$ cat config.mk
export PLATFORM = sky130hd
export DESIGN_NAME = apc_ctrl
export DESIGN_NICKNAME = d
export VERILOG_FILES = /design/src/rtl/apc_pkg.sv /design/src/rtl/apc_timer.sv /design/src/rtl/apc_ctrl.sv
export SDC_FILE = /design/constraint.sdc
export NUM_CORES = 1
export LEC_CHECK = 0
export BUFFER_PORTS_ARGS = -buffer_cell sky130_fd_sc_hd__buf_2
export CORE_MARGIN = 2
export CORE_UTILIZATION = 52
export DETAILED_ROUTE_END_ITERATION = 6
export GPL_TIMING_DRIVEN = 0
export MAX_ROUTING_LAYER = met4
export PLACE_DENSITY_LB_ADDON = 0.1
export SETUP_SLACK_MARGIN = 0.05
export SYNTH_ARGS = -nofsm -noshare
export SYNTH_HDL_FRONTEND = slang
export SYNTH_SLANG_ARGS = --single-unit
$ cat constraint.sdc
create_clock -name aclk -period 10 [get_ports aclk]
set_clock_uncertainty 0.05 [all_clocks]
set_input_delay 2 -clock aclk [delete_from_list [all_inputs] [get_ports aclk]]
set_output_delay 2 -clock aclk [all_outputs]
set_load 0.1 [all_outputs]
$ cat src/rtl/apc_pkg.sv
package apc_pkg;
  // Clock period and AXI address width
  localparam int CLK_NS = 10;
  localparam int ADDR_W = 8;
  localparam int RES_W = 10;

  // Register byte offsets
  localparam logic [7:0] OFF_MODE = 8'h00;
  localparam logic [7:0] OFF_CHAN = 8'h04;
  localparam logic [7:0] OFF_RESULT = 8'h08;
  localparam logic [7:0] OFF_PFM = 8'h0C;
  localparam logic [7:0] OFF_PFT = 8'h10;
  localparam logic [7:0] OFF_STAT = 8'h14;

  // Field positions
  localparam int MODE_EN_BIT = 7;
  localparam int FR_HI = 5;
  localparam int FR_LO = 3;
  localparam int MODE_CMP_BIT = 0;
  localparam int PFM_EN_BIT = 7;
  localparam int PFM_DIR_BIT = 6;
  localparam int STAT_BUSY_BIT = 0;
  localparam int STAT_SETTLED_BIT = 1;
  localparam int STAT_PF_BIT = 2;

  // Values after reset
  localparam logic [7:0] MODE_RST = 8'h00;
  localparam logic [1:0] CHAN_RST = 2'h0;
  localparam logic [7:0] PF_RST = 8'h00;

  // Times in ns and their cycle counts; least times round up
  localparam int SETTLE_NS = 14000;
  localparam int SETTLE_CYC = (SETTLE_NS + CLK_NS - 1) / CLK_NS;
  localparam int START_DLY_NS = 1000;
  localparam int START_DLY_CYC = (START_DLY_NS + CLK_NS - 1) / CLK_NS;
  localparam int CONV_NS [8] = '{28800, 19200, 14400, 12000, 9600, 6400, 4800, 3200};

  // AXI responses
  localparam logic [1:0] RESP_OKAY = 2'h0;
  localparam logic [1:0] RESP_SLVERR = 2'h2;

  typedef enum logic [1:0] {
    APC_IDLE = 2'b00,
    APC_START = 2'b01,
    APC_CONV = 2'b10
  } apc_phase_e;

  // Cycles of one conversion for a time selection code
  function automatic logic [11:0] conv_cyc(input logic [2:0] sel);
    return 12'((CONV_NS[sel] + CLK_NS - 1) / CLK_NS);
  endfunction
endpackage

$ cat src/rtl/apc_timer.sv
`timescale 1ns/1ps
`default_nettype none
module apc_timer (
  input wire logic aclk,
  input wire logic aresetn,
  input wire logic run,
  input wire logic restart,
  input wire logic [2:0] time_sel,
  output logic done,
  output logic busy
);
  apc_pkg::apc_phase_e phase_r;
  logic [11:0] cnt_r;
  logic done_r;

  // Start delay, then back-to-back conversions of the selected length
  always_ff @(posedge aclk) begin
    if (!aresetn) begin
      phase_r <= apc_pkg::APC_IDLE;
      cnt_r <= 12'h000;
      done_r <= 1'b0;
    end else begin
      done_r <= 1'b0;
      if (!run) begin
        phase_r <= apc_pkg::APC_IDLE; // Halts in standby or when disabled
      end else if (restart || phase_r == apc_pkg::APC_IDLE) begin
        phase_r <= apc_pkg::APC_START; // Enable span is shorter than a conversion
        cnt_r <= 12'(apc_pkg::START_DLY_CYC - 1);
      end else begin
        case (phase_r)
          apc_pkg::APC_START: begin
            if (cnt_r == 12'h000) begin
              phase_r <= apc_pkg::APC_CONV;
              cnt_r <= apc_pkg::conv_cyc(time_sel) - 12'h001;
            end else begin
              cnt_r <= cnt_r - 12'h001;
            end
          end
          apc_pkg::APC_CONV: begin
            if (cnt_r == 12'h000) begin
              done_r <= 1'b1; // Done to done equals the selected time; the first done also includes the start delay
              cnt_r <= apc_pkg::conv_cyc(time_sel) - 12'h001;
            end else begin
              cnt_r <= cnt_r - 12'h001;
            end
          end
          default: phase_r <= apc_pkg::APC_IDLE;
        endcase
      end
    end
  end

  assign done = done_r;
  assign busy = (phase_r != apc_pkg::APC_IDLE);
endmodule
`default_nettype wire

$ cat src/rtl/apc_ctrl.sv
`timescale 1ns/1ps
`default_nettype none
module apc_ctrl (
  input wire logic aclk,
  input wire logic aresetn,
  input wire logic [7:0] s_axi_awaddr,
  input wire logic s_axi_awvalid,
  output logic s_axi_awready,
  input wire logic [31:0] s_axi_wdata,
  input wire logic [3:0] s_axi_wstrb,
  input wire logic s_axi_wvalid,
  output logic s_axi_wready,
  output logic [1:0] s_axi_bresp,
  output logic s_axi_bvalid,
  input wire logic s_axi_bready,
  input wire logic [7:0] s_axi_araddr,
  input wire logic s_axi_arvalid,
  output logic s_axi_arready,
  output logic [31:0] s_axi_rdata,
  output logic [1:0] s_axi_rresp,
  output logic s_axi_rvalid,
  input wire logic s_axi_rready,
  input wire logic standby_req,
  input wire logic [9:0] analog_sample,
  output logic conv_end,
  output logic comparator_on,
  output logic [1:0] channel_sel,
  output logic pf_detect
);
  logic awready_r, wready_r, bvalid_r, arready_r, rvalid_r;
  logic aw_got_r, w_got_r, ar_got_r, wwait_r, rwait_r;
  logic [7:0] awaddr_q_r, araddr_q_r;
  logic [7:0] wdata_q_r;
  logic wstrb0_q_r;
  logic [1:0] bresp_r, rresp_r;
  logic [31:0] rdata_r;
  logic [7:0] mode_r, pfm_r, pft_r;
  logic [1:0] chan_r;
  logic [9:0] result_r, pend_data_r;
  logic pend_r, conv_end_r, pf_detect_r, comparator_on_r;
  logic [10:0] settle_r;
  logic wr_fire, rd_fire, ctl_wr, rd_block, run, tmr_done, tmr_busy, settled;
  logic [9:0] store_val;

  // Registers that cost the CPU one extra bus cycle on write
  function automatic logic wr_needs_wait(input logic [7:0] a);
    return (a == apc_pkg::OFF_MODE) || (a == apc_pkg::OFF_CHAN) ||
           (a == apc_pkg::OFF_PFM) || (a == apc_pkg::OFF_PFT);
  endfunction

  // Writes that disturb the conversion in flight
  function automatic logic is_ctl(input logic [7:0] a);
    return (a == apc_pkg::OFF_MODE) || (a == apc_pkg::OFF_CHAN);
  endfunction

  function automatic logic is_mapped(input logic [7:0] a, input logic wr);
    return wr_needs_wait(a) || (!wr && ((a == apc_pkg::OFF_RESULT) || (a == apc_pkg::OFF_STAT)));
  endfunction

  // Power-fail hit on the upper eight result bits
  function automatic logic pf_match(input logic [9:0] d, input logic [7:0] thr, input logic dir);
    return dir ? (d[9:2] < thr) : (d[9:2] >= thr);
  endfunction

  // A delayed commit is how a wait cycle shows on AXI
  assign wr_fire = aw_got_r && w_got_r && !bvalid_r && (wwait_r || !wr_needs_wait(awaddr_q_r));
  assign rd_fire = ar_got_r && !rvalid_r && (rwait_r || araddr_q_r != apc_pkg::OFF_RESULT);
  assign ctl_wr = wr_fire && is_ctl(awaddr_q_r);
  assign rd_block = ar_got_r && (araddr_q_r == apc_pkg::OFF_RESULT);
  assign run = mode_r[apc_pkg::MODE_EN_BIT] && !standby_req;
  assign settled = (settle_r == 11'(apc_pkg::SETTLE_CYC));
  assign store_val = tmr_done ? analog_sample : pend_data_r;

  // Write channels: address and data in either order, response after both
  always_ff @(posedge aclk) begin
    if (!aresetn) begin
      awready_r <= 1'b1;
      wready_r <= 1'b1;
      aw_got_r <= 1'b0;
      w_got_r <= 1'b0;
      wwait_r <= 1'b0;
      bvalid_r <= 1'b0;
      bresp_r <= apc_pkg::RESP_OKAY;
      awaddr_q_r <= 8'h00;
      wdata_q_r <= 8'h00;
      wstrb0_q_r <= 1'b0;
    end else begin
      if (s_axi_awvalid && awready_r) begin
        awaddr_q_r <= s_axi_awaddr;
        aw_got_r <= 1'b1;
        awready_r <= 1'b0;
      end
      if (s_axi_wvalid && wready_r) begin
        wdata_q_r <= s_axi_wdata[7:0];
        wstrb0_q_r <= s_axi_wstrb[0];
        w_got_r <= 1'b1;
        wready_r <= 1'b0;
      end
      if (wr_fire) begin
        bvalid_r <= 1'b1;
        bresp_r <= is_mapped(awaddr_q_r, 1'b1) ? apc_pkg::RESP_OKAY : apc_pkg::RESP_SLVERR;
        aw_got_r <= 1'b0;
        w_got_r <= 1'b0;
        wwait_r <= 1'b0;
      end else if (aw_got_r && w_got_r && !bvalid_r) begin
        wwait_r <= 1'b1; // One wait cycle
      end
      if (bvalid_r && s_axi_bready) begin
        bvalid_r <= 1'b0;
        awready_r <= 1'b1;
        wready_r <= 1'b1;
      end
    end
  end

  // Read channel; data is captured at commit so a later store cannot leak in
  always_ff @(posedge aclk) begin
    if (!aresetn) begin
      arready_r <= 1'b1;
      ar_got_r <= 1'b0;
      rwait_r <= 1'b0;
      rvalid_r <= 1'b0;
      rresp_r <= apc_pkg::RESP_OKAY;
      rdata_r <= 32'h0000_0000;
      araddr_q_r <= 8'h00;
    end else begin
      if (s_axi_arvalid && arready_r) begin
        araddr_q_r <= s_axi_araddr;
        ar_got_r <= 1'b1;
        arready_r <= 1'b0;
      end
      if (rd_fire) begin
        rvalid_r <= 1'b1;
        ar_got_r <= 1'b0;
        rwait_r <= 1'b0;
        rresp_r <= is_mapped(araddr_q_r, 1'b0) ? apc_pkg::RESP_OKAY : apc_pkg::RESP_SLVERR;
        case (araddr_q_r)
          apc_pkg::OFF_MODE: rdata_r <= {24'h000000, mode_r};
          apc_pkg::OFF_CHAN: rdata_r <= {30'h00000000, chan_r};
          apc_pkg::OFF_RESULT: rdata_r <= {22'h000000, result_r};
          apc_pkg::OFF_PFM: rdata_r <= {24'h000000, pfm_r};
          apc_pkg::OFF_PFT: rdata_r <= {24'h000000, pft_r};
          apc_pkg::OFF_STAT: rdata_r <= {29'h00000000, pf_detect_r, settled, tmr_busy};
          default: rdata_r <= 32'h0000_0000;
        endcase
      end else if (rd_block && !rvalid_r) begin
        rwait_r <= 1'b1; // One wait cycle on result reads
      end
      if (rvalid_r && s_axi_rready) begin
        rvalid_r <= 1'b0;
        arready_r <= 1'b1;
      end
    end
  end

  // Software-written control registers, low byte lane only
  always_ff @(posedge aclk) begin
    if (!aresetn) begin
      mode_r <= apc_pkg::MODE_RST;
      chan_r <= apc_pkg::CHAN_RST;
      pfm_r <= apc_pkg::PF_RST;
      pft_r <= apc_pkg::PF_RST;
    end else if (wr_fire && wstrb0_q_r) begin
      case (awaddr_q_r)
        apc_pkg::OFF_MODE: mode_r <= wdata_q_r; // Time select change needs a halt first
        apc_pkg::OFF_CHAN: chan_r <= wdata_q_r[1:0]; // Upper bits are dropped
        apc_pkg::OFF_PFM: pfm_r <= wdata_q_r;
        apc_pkg::OFF_PFT: pft_r <= wdata_q_r;
        default: mode_r <= mode_r;
      endcase
    end
  end

  // Comparator settling time; software watches this before enabling
  always_ff @(posedge aclk) begin
    if (!aresetn) begin
      settle_r <= 11'h000;
      comparator_on_r <= 1'b0;
    end else begin
      comparator_on_r <= mode_r[apc_pkg::MODE_CMP_BIT] && !standby_req; // Off in standby
      if (!comparator_on_r) begin
        settle_r <= 11'h000;
      end else if (!settled) begin
        settle_r <= settle_r + 11'h001;
      end
    end
  end

  // A control write restarts the sequence; the old result is stale
  apc_timer u_timer (
    .aclk(aclk),
    .aresetn(aresetn),
    .run(run),
    .restart(ctl_wr),
    .time_sel(mode_r[apc_pkg::FR_HI:apc_pkg::FR_LO]),
    .done(tmr_done),
    .busy(tmr_busy)
  );

  // Result store with access-conflict priorities
  always_ff @(posedge aclk) begin
    if (!aresetn) begin
      result_r <= 10'h000;
      pend_data_r <= 10'h000;
      pend_r <= 1'b0;
      conv_end_r <= 1'b0;
      pf_detect_r <= 1'b0;
    end else begin
      conv_end_r <= 1'b0;
      if (ctl_wr) begin
        pend_r <= 1'b0; // Write wins: no store, no end event
      end else if (tmr_done && rd_block) begin
        pend_r <= 1'b1; // Read wins: park the new value
        pend_data_r <= analog_sample;
      end else if (tmr_done || (pend_r && !rd_block)) begin
        result_r <= store_val; // Store; signal the end unless power-fail mode is on and there is no hit
        pend_r <= 1'b0;
        if (pfm_r[apc_pkg::PFM_EN_BIT]) begin
          pf_detect_r <= pf_match(store_val, pft_r, pfm_r[apc_pkg::PFM_DIR_BIT]);
          conv_end_r <= pf_match(store_val, pft_r, pfm_r[apc_pkg::PFM_DIR_BIT]);
        end else begin
          conv_end_r <= 1'b1;
        end
      end
    end
  end

  assign s_axi_awready = awready_r;
  assign s_axi_wready = wready_r;
  assign s_axi_bvalid = bvalid_r;
  assign s_axi_bresp = bresp_r;
  assign s_axi_arready = arready_r;
  assign s_axi_rvalid = rvalid_r;
  assign s_axi_rresp = rresp_r;
  assign s_axi_rdata = rdata_r;
  assign conv_end = conv_end_r;
  assign comparator_on = comparator_on_r;
  assign channel_sel = chan_r;
  assign pf_detect = pf_detect_r;

  // Helper: cycles between successive completions
  logic [11:0] gap_r;
  logic gap_ok_r;
  always_ff @(posedge aclk) begin
    if (!aresetn) begin
      gap_r <= 12'h000;
      gap_ok_r <= 1'b0;
    end else begin
      gap_r <= tmr_done ? 12'h001 : gap_r + 12'h001;
      if (!run || ctl_wr) begin
        gap_ok_r <= 1'b0;
      end else if (tmr_done) begin
        gap_ok_r <= 1'b1;
      end
    end
  end
endmodule
`default_nettype wire

Word-level counts from Yosys, hierarchy flattened
Memories as Yosys holds them, arrays and structs flattened.
Index checks and enable logic that the tools add are counted.
- register bits after elaboration: 147
- memory bits (read-only): 256
- input bits: 70
- output and inout port bits: 46
- memories kept: 1
- memories (name ; words ; width ; read ports ; clocked after Yosys merged registers in ; write ports ; RTL line ; RTL):
    (name not given) ; 8 ; 32 ; 1 ; 0 ; 0 ; apc_pkg.sv:50 ; return 12'((CONV_NS[sel] + CLK_NS - 1) / CLK_NS);
- $add $sub $neg: 5
- divide/modulo/power cells: 1
- magnitude comparators: 3
- equal/unequal tests: 15
- mux-type cells: 17
- bitwise operators: 7
- reduce and logical (&&, ||, !) cells: 63
- operators with widths (kind ; count):
    $mux W32 ; 2
    $pmux W10 S6 ; 1
    $mux W12 ; 3
    $add A32 B5 Y32 const B ; 1
    $div A32 B5 Y32 const B ; 1
    $sub A32 B2 Y32 const B ; 1
    $eq A8 B4 Y1 const B ; 3
    $eq A8 B5 Y1 const B ; 3
    $sub A12 B1 Y12 const B ; 2
    $reduce_and A2 Y1 ; 10
    $logic_and A1 B1 Y1 ; 18
    $eq A8 B3 Y1 const B ; 2
    $logic_not A8 Y1 ; 2
    $logic_not A12 Y1 ; 1
    $logic_or A1 B1 Y1 ; 12
    $reduce_or A2 Y1 ; 6
    $add A11 B1 Y11 const B ; 1
    $eq A11 B11 Y1 const B ; 1
    $mux W10 ; 1
    $ge A8 B8 Y1 ; 1
    $lt A8 B8 Y1 ; 1
    $ne A8 B4 Y1 const B ; 1
    $reduce_or A4 Y1 ; 2
    $mux W1 ; 6
    other kinds (15) ; 29

Depth between registers and ports, before layout
Gate-level depths: netlist of run 1.
- depth in word-level cells: 11
- gate-level depth with buffers: 40

Modules after synthesis
From an unflattened synthesis of run 1, not the netlist that was laid out.
- cell total of the unflattened synthesis: 1064
- area, all modules: 8832.2 um^2
- by module, submodules not included (module ; times used ; cells each ; area each (um^2) ; sequential area each (um^2)):
    apc_ctrl ; 1 ; 542 ; 5078.6 ; 2162.1
    apc_timer ; 1 ; 522 ; 3753.6 ; 300.3

Worst setup path after synthesis of run 1
Ideal clock, no wire load.
- path kind: reg2reg
- start: register mode_r[4]
- end: register u_timer.cnt_r[6]
- arrival time: 8005 ps
- required time: 9828 ps
- slack: 1824 ps
- cell stages (with the launch flop): 40
- path buffers: 4
- period minus slack after synthesis: 8176 ps
- cells stage by stage: dfxtp_1 -> buf_6 -> clkbuf_1 -> inv_1 -> ha_1 -> clkbuf_1 -> nand2b_1 -> o21ai_0 -> a21oi_1 -> ha_1 -> nor3b_4 -> a2bb2oi_2 -> a21oi_1 -> o311ai_4 -> o21bai_4 -> o211ai_1 -> a41oi_1 -> a211oi_4 -> [... 4 more ...] -> nand3_1 -> inv_1 -> ha_1 -> nor2_1 -> nand4_2 -> inv_1 -> ha_1 -> a21oi_1 -> nand4b_1 -> a211o_1 -> o31a_1 -> a32oi_2 -> ha_1 -> and2_1 -> clkbuf_1 -> nand3b_1 -> xnor2_1 -> a21oi_1
- word-level cells in the longest chain between the ends: 11
- ends and longest elaborated chain (what ; RTL line ; RTL):
    start: declaration ; apc_ctrl.sv:37 ; logic [7:0] mode_r, pfm_r, pft_r;
    start signal: assignment ; apc_ctrl.sv:159 ; mode_r <= apc_pkg::MODE_RST;
    start signal: assignment ; apc_ctrl.sv:165 ; apc_pkg::OFF_MODE: mode_r <= wdata_q_r;
    start signal: assignment ; apc_ctrl.sv:169 ; default: mode_r <= mode_r;
    $not A3 Y4 (not written as such) ; apc_pkg.sv:50 ;
    $mem_v2 Z8 W32 ; n/a ;
    $mux W32 (not written as such) (2 in series) ; apc_pkg.sv:50 ;
    $add A32 B5 Y32 ; apc_pkg.sv:50 ;
    $sub A32 B2 Y32 ; apc_pkg.sv:50 ;
    $div A32 B5 Y32 ; apc_pkg.sv:50 ;
    $sub A12 B1 Y12 ; apc_timer.sv:34 ; cnt_r <= apc_pkg::conv_cyc(time_sel) - 12'h001;
    $mux W12 ; apc_timer.sv:40 ; if (cnt_r == 12'h000) begin
    $mux W12 ; n/a ;
    $mux W12 ; apc_timer.sv:26 ; end else if (restart || phase_r == apc_pkg::APC_IDLE) begin
    end signal: assignment ; apc_timer.sv:28 ; cnt_r <= 12'(apc_pkg::START_DLY_CYC - 1);
    end signal: assignment ; apc_timer.sv:34 ;
    end signal: assignment ; apc_timer.sv:36 ; cnt_r <= cnt_r - 12'h001;
    end: declaration ; apc_timer.sv:13 ; logic [11:0] cnt_r;
Every way passes these cells. The select of a mux whose other input is x is not followed.
A chain may end at the register's enable or synchronous reset.

Worst setup path in the final report of run 1
Same ends and word-level chain as after synthesis.

==> results of run 1 <==
[layout make-up]
class / count / area [um^2] / area share [%]
Clock inverter: 12 / 138 / 1.41
Multi-Input combinational cell: 837 / 5560 / 57.1
Buffer: 73 / 409 / 4.20
Inverter: 32 / 120 / 1.23
Timing Repair Buffer: 64 / 320 / 3.29
Sequential cell: 123 / 2460 / 25.3
Tap cell: 216 / 270 / 2.78
Clock buffer: 20 / 457 / 4.69
[metal layers]
| metal | up-vias | wire length [um] | GRT usage, % |
|---|---|---|---|
| met3 | 39 | 1310 | 4.44 |
| met5 | - | 0 | - |
| met4 | 0 | 550 | 10.3 |
| li1 | 3999 | - | - |
| met2 | 278 | 11400 | 46.8 |
| met1 | 3812 | 10600 | 36.9 |
[power groups by stage]
stage / Combinational, W / Clock, W / Sequential (W)
after floorplan: 0.0000939 / 0 / 0.000532
after global placement: 0.000136 / 0 / 0.000518
after detailed placement: 0.000137 / 0 / 0.000518
after CTS: 0.000138 / 0.000621 / 0.000508
after global routing: 0.000149 / 0.000639 / 0.000509
final: 0.000139 / 0.000615 / 0.000508
[cell families (layout without fill, tap and decap cells)]
logic type / count (synthesis) / in the layout / synth area share (%)
AO/OA/AOI/OAI: 274 / 274 / 24.4
XOR/XNOR: 21 / 21 / 2.19
adder cells (fa/ha/maj): 26 / 26 / 3.88
buffers and inverters: 106 / 201 / 6.34
flip-flops: 123 / 123 / 29.4
multiplexers: 67 / 67 / 8.34
other: 1 / 24 / 0.0447
AND/OR/NAND/NOR: 425 / 425 / 25.4
[timing repair]
| item | CTS | global route |
|---|---|---|
| resized for setup | 1 | 15 |
| pin swaps | 0 | 1 |
| setup endpoints to repair | 2 | 9 |
[registers in the layout, summed over array words and instances (netlist names), 2 cells and up]
name             cells
araddr_q_r           8
awaddr_q_r           8
channel_sel          2
mode_r               8
pend_data_r         10
pfm_r                8
pft_r                8
result_r            10
s_axi_rdata         10
settle_r            11
u_timer.cnt_r       12
u_timer.phase_r      2
wdata_q_r            8
[cells in the final DEF (no fill, tap or decap), drive strengths merged, types with 10 or more instances in the layout]
cell type  synthesis  routed
nand4             22      22
a211oi            14      14
buf               38     102
conb               1      24
nand2b            15      15
clkbuf            36      55
nand2            114     114
nor2b             13      13
mux2i             53      53
mux2              13      13
inv               32      36
nor2             120     120
xnor2             13      13
dfxtp            123     123
nand3             45      45
o21ai             47      47
a31oi             11      11
o211ai            10      10
nor3              30      30
a21oi             86      86
ha                26      26
[stage by stage]
stage          setup WS (ps)  instances  util, %  total power (W)
2_1_floorplan           1820       1066        -         0.000626
3_3_place_gp            28.5       1346     57.2         0.000654
3_5_place_dp            54.5       1346     57.2         0.000656
4_1_cts                  271       1378     61.0          0.00127
5_1_grt                 20.9       1377     61.5          0.00130
6_report                 602       1377     61.5          0.00126
[critical path: cells and delay by family, from the launching register on]
family / cells / cell delay [ps]
AO/OA/AOI/OAI: 13 / 3370
AND/OR/NAND/NOR: 11 / 2050
adder cells (fa/ha/maj): 5 / 1460
buffers and inverters: 6 / 1180
flip-flops: 1 / 430
XOR/XNOR: 2 / 400
multiplexers: 1 / 350
[worst max-delay path by stage]
| stage | start | to | slack, ps | cells after the start |
|---|---|---|---|---|
| 6_report | mode_r[4] | u_timer.cnt_r[6] | 600 | 38 |
| 5_1_grt | mode_r[4] | u_timer.cnt_r[6] | 20 | 38 |
| 4_1_cts | mode_r[4] | u_timer.cnt_r[6] | 270 | 39 |
| 3_5_place_dp | mode_r[4] | u_timer.cnt_r[6] | 50 | 39 |
| 3_3_place_gp | mode_r[4] | u_timer.cnt_r[6] | 30 | 39 |
| 2_1_floorplan | mode_r[4] | u_timer.cnt_r[6] | 1820 | 39 |
==> impl_metrics.csv, run 1 <==
group,metric,value,unit
cts,cts.sinks,123,
layout,area_delta_synth_final,16.1,%
placed_design,io_buffers,64,
setup_path,timing.rr.start,"mode_r[4]",
drt,viasPerCell,5.90,
yosys,synth-edff-count,0,
setup_path,worst-path-max-fanout,10,
sta,final_hold_viol_count,0,
drt,drtIter0Drc,653,
power_and_ir_drop,pwr-share-clk,48.7,%
placed_design,placed_area,0.00906,mm^2
power_and_ir_drop,p_int,0.000916,W
floorplanning,dieArea,0.0172,mm^2
setup_path,end_kind,"flop",
setup_path,critical-path-max-stage-delay,500,ps
sta,rsz0062_at_grt,"false",
floorplanning,start_util,53.0,%
yosys,syn-instance-count,1043,
yosys,synth_ff_type,"dfxtp_1",
setup_path,crit_arrival,9650,ps
power_and_ir_drop,power.switching,0.000345,W
cts,cts_root_buf,"clkbuf_16",
setup_path,path_common_cell,"ha_1",
grt,grt_overflow,0,
yosys,synth_top_area_share,29.4,%
power_and_ir_drop,powerDensity,130,mW/mm^2
grt,antenna_found_initial,0,
yosys,synth_seq_cells,123,
yosys,ys_seq_area_share,29.4,%
yosys,yosysMostFrequentCell,"dfxtp_1",
cts,clk_latency,420,ps
grt,grt_pass1_vias,7353,
setup_path,reg2reg_depth,38,
setup_path,reg2reg_slack,600,ps
setup_path,r2r_end,"u_timer.cnt_r[6]",
layout,final_cell_area,0.00974,mm^2
cts,cts_tree,"built",
yosys,yosysUniqueCellTypes,108,
sta,slew_viol_final,0,
cts,path_clk_slew,60,ps
yosys,yosysTopAreaCell,"dfxtp_1",
drt,vias,8128,
sta,tightest_slew,982,ps
sta,slew_headroom,34.1,%
power_and_ir_drop,total_leakage_power,4.02,nW
layout,fill_cells,1464,
power_and_ir_drop,netSwitchingFraction,27.4,%
grt,grt_pass1_wl,38000,um
floorplanning,core,0.0158,mm^2
drt,post-route-drc-count,2,
cts,cts_made_buffers,17,
yosys,ys_top_cells_by_area,"dfxtp_1 (29%), mux2i_1 (6.3%), nor2_1 (5.3%)",
floorplanning,io-pin-count,116,
drt,ant_nets,0,
power_and_ir_drop,combPwrFrac,11.0,%
yosys,synth.top_cells.by_count,"dfxtp_1 (123), nor2_1 (118), nand2_1 (113)",
cts,cts_setup_buffers,0,
setup_path,critPathRequiredTime,10250,ps
yosys,async_flop_share,0,%
drt,wire_per_inst,17.3,um
power_and_ir_drop,power.share.sequential,40.3,%
sta,setup_viol_count_final,0,
setup_path,startpoint_type,"flop",
yosys,synth_area,0.00838,mm^2
layout,layout-drive-gt1-share,17.6,%
grt,grt_max_degree,17,
sta,period_minus_slack,9400,ps
cts,cts-hold-fix-buffers,0,
layout,num_antenna_cells,0,
floorplanning,fp.dieW,131,um
sta,fin_crit_sh,94.0,%
sta,setup-tns-final,0,ps
cts,clk_path_buf_depth,2,
status,status,"finished, violations left",
drt,wl,23800,um
sta,holdWs,403,ps
job,maxCapViolCount,0,
status,violations,"DRC",
floorplanning,row_count,46,
cts,htree_levels,4,
power_and_ir_drop,ir_drop,147,uV
placed_design,post-dp-hpwl,17900,um
drt,first_pass_iters,7,
hold_path,holdCritPathClass,"reg -> reg",
setup_path,critical_path_class,"reg -> reg",
floorplanning,die_h,131,um
layout,fin_nets,1244,
placed_design,gp_congestion,0.952,
sta,fmax,106,MHz
yosys,yosys_warnings,0,
yosys,avgSynthCellArea,8.04,um^2
hold_path,hp-start,"awaddr_q_r[7]",
hold_path,holdPathEnd,"awaddr_q_r[7]",
hold_path,whs_path_depth,2,
grt,grt_usage,29.0,%
setup_path,cp_slowest_cell,"ha_2",
Note: power is estimated with default switching activity, not from simulation.
==> run 2, diff against run 1 <==
CTS_BUF_LIST = sky130_fd_sc_hd__clkbuf_16   (was default)
SKIP_LAST_GASP = 1   (was default)
==> impl_metrics.csv, run 2 (synthesis gave the netlist of run 1 again) <==
group,metric,value,unit
sta,fin_crit_sh,94.0,%
floorplanning,io-pin-count,116,
setup_path,worst-path-max-fanout,10,
layout,layout_commonest_cell,"dfxtp_1",
placed_design,placed_area,0.00906,mm^2
layout,most-common-layout-cells,"dfxtp_1 (123), nor2_1 (117), nand2_1 (113)",
placed_design,gp_congestion,0.952,
cts,cts_made_buffers,17,
sta,fmax,106,MHz
grt,grt_max_degree,17,
layout,area_delta_synth_final,15.9,%
cts,htree_levels,4,
setup_path,reg2reg_depth,38,
setup_path,critical-path-max-stage-delay,500,ps
layout,layout-drive-gt1-share,17.4,%
grt,grt_pass1_vias,7369,
setup_path,crit_arrival,9650,ps
job,maxCapViolCount,0,
layout,largest_register_ffs,12,
drt,wire_per_inst,17.3,um
setup_path,r2r_end,"u_timer.cnt_r[6]",
cts,clk_latency,420,ps
hold_path,whs_path_depth,2,
hold_path,hp-start,"awaddr_q_r[7]",
cts,cts.sinks,123,
hold_path,holdPathEnd,"awaddr_q_r[7]",
setup_path,startpoint_type,"flop",
sta,slew_viol_final,0,
sta,rsz0062_at_grt,"false",
layout,fin_nets,1244,
layout,reg_top3,"u_timer.cnt_r: 12 flops, settle_r: 11 flops",
cts,cts_tree,"built",
layout,multiInputGateArea,0.00556,mm^2
grt,grt_usage,29.0,%
layout,final_cell_area,0.00972,mm^2
sta,setup-tns-final,0,ps
power_and_ir_drop,powerDensity,128,mW/mm^2
status,status,"finished, violations left",
grt,grt_overflow,0,
placed_design,post-dp-hpwl,17900,um
drt,wl,23800,um
floorplanning,row_count,46,
setup_path,reg2reg_slack,600,ps
cts,clk_path_buf_depth,2,
setup_path,timing.rr.start,"mode_r[4]",
sta,slew_headroom,31.3,%
sta,period_minus_slack,9400,ps
layout,seqCellArea,0.00246,mm^2
sta,final_hold_viol_count,0,
grt,antenna_found_initial,0,
floorplanning,start_util,53.0,%
grt,grt_pass1_wl,38100,um
drt,drtIter0Drc,682,
floorplanning,dieArea,0.0172,mm^2
setup_path,end_kind,"flop",
drt,ant_nets,0,
status,violations,"DRC",
floorplanning,core,0.0158,mm^2
sta,tightest_slew,1020,ps
power_and_ir_drop,total_leakage_power,4.01,nW
cts,cts_setup_buffers,0,
hold_path,holdCritPathClass,"reg -> reg",
layout,num_antenna_cells,0,
drt,vias,8130,
floorplanning,die_h,131,um
layout,fill_cells,1467,
floorplanning,fp.dieW,131,um
drt,viasPerCell,5.90,
setup_path,path_common_cell,"ha_1",
setup_path,cp_slowest_cell,"ha_2",
power_and_ir_drop,ir_drop,147,uV
drt,first_pass_iters,7,
setup_path,critPathRequiredTime,10250,ps
cts,cts_root_buf,"clkbuf_16",
placed_design,io_buffers,64,
setup_path,critical_path_class,"reg -> reg",
drt,post-route-drc-count,7,
cts,path_clk_slew,60,ps
sta,setup_viol_count_final,0,
layout,regMostFlops,"u_timer.cnt_r",
-- run 2: worst max-delay path by stage --
stage / start / to / depth (start not counted)
floorplan: mode_r[4] / u_timer.cnt_r[6] / 39
global placement: mode_r[4] / u_timer.cnt_r[6] / 39
detailed placement: mode_r[4] / u_timer.cnt_r[6] / 39
CTS: mode_r[4] / u_timer.cnt_r[6] / 39
global route: mode_r[4] / u_timer.cnt_r[6] / 38
finish: mode_r[4] / u_timer.cnt_r[6] / 38
-- run 2: stage by stage --
stage	setup slack, ps	cells	hold WS [ps]	utilization, %	total power [W]
final	602	1377	403	61.4	0.00125
after global routing	20.9	1377	420	61.4	0.00128
after CTS	271	1378	402	60.9	0.00125
after detailed placement	54.5	1346	394	57.2	0.000656
after global placement	28.5	1346	393	57.2	0.000654
after floorplan	1820	1066	381	-	0.000626
-- run 2: per-layer routing --
layer | GRT usage (%) | share of wire, % | vias up
li1 | - | - | 4001
met1 | 36.9 | 44 | 3833
met2 | 47.0 | 48 | 262
met3 | 4.44 | 5.6 | 34
met4 | 10.3 | 2.2 | 0
met5 | - | 0 | -
-- run 2: area by class of cell --
class / count / area share, %
clock inverters: 15 / 1.53
flip-flops and latches: 123 / 25.3
repair buffers: 64 / 3.30
inverters: 32 / 1.24
multi-input cells: 837 / 57.2
plain buffers: 73 / 4.21
clock buffers: 17 / 4.38
well taps: 216 / 2.78
-- run 2: power breakdown --
| group | switching, W | total, W | internal, W |
|---|---|---|---|
| registers | 0.00000837 | 0.000508 | 0.000500 |
| clock network | 0.000232 | 0.000598 | 0.000366 |
| logic | 0.000105 | 0.000139 | 0.0000336 |
-- run 2: what timing repair did --
action / in CTS / in global routing
endpoints found under the setup margin: 2 / 9
pin swaps: 0 / 1
gates resized for setup: 1 / 15
hold buffers: 0 / 0
-- run 2: worst max-delay path, delay by kind of cell (launching register included) --
kind / cells / cell delay [ps]
AOI/OAI and AO/OA: 13 / 3360
and+or+nand+nor: 11 / 2050
adders and majority gates: 5 / 1460
buffers and inverters: 6 / 1180
DFF: 1 / 430
xor gates and xnor gates: 2 / 400
muxes: 1 / 340
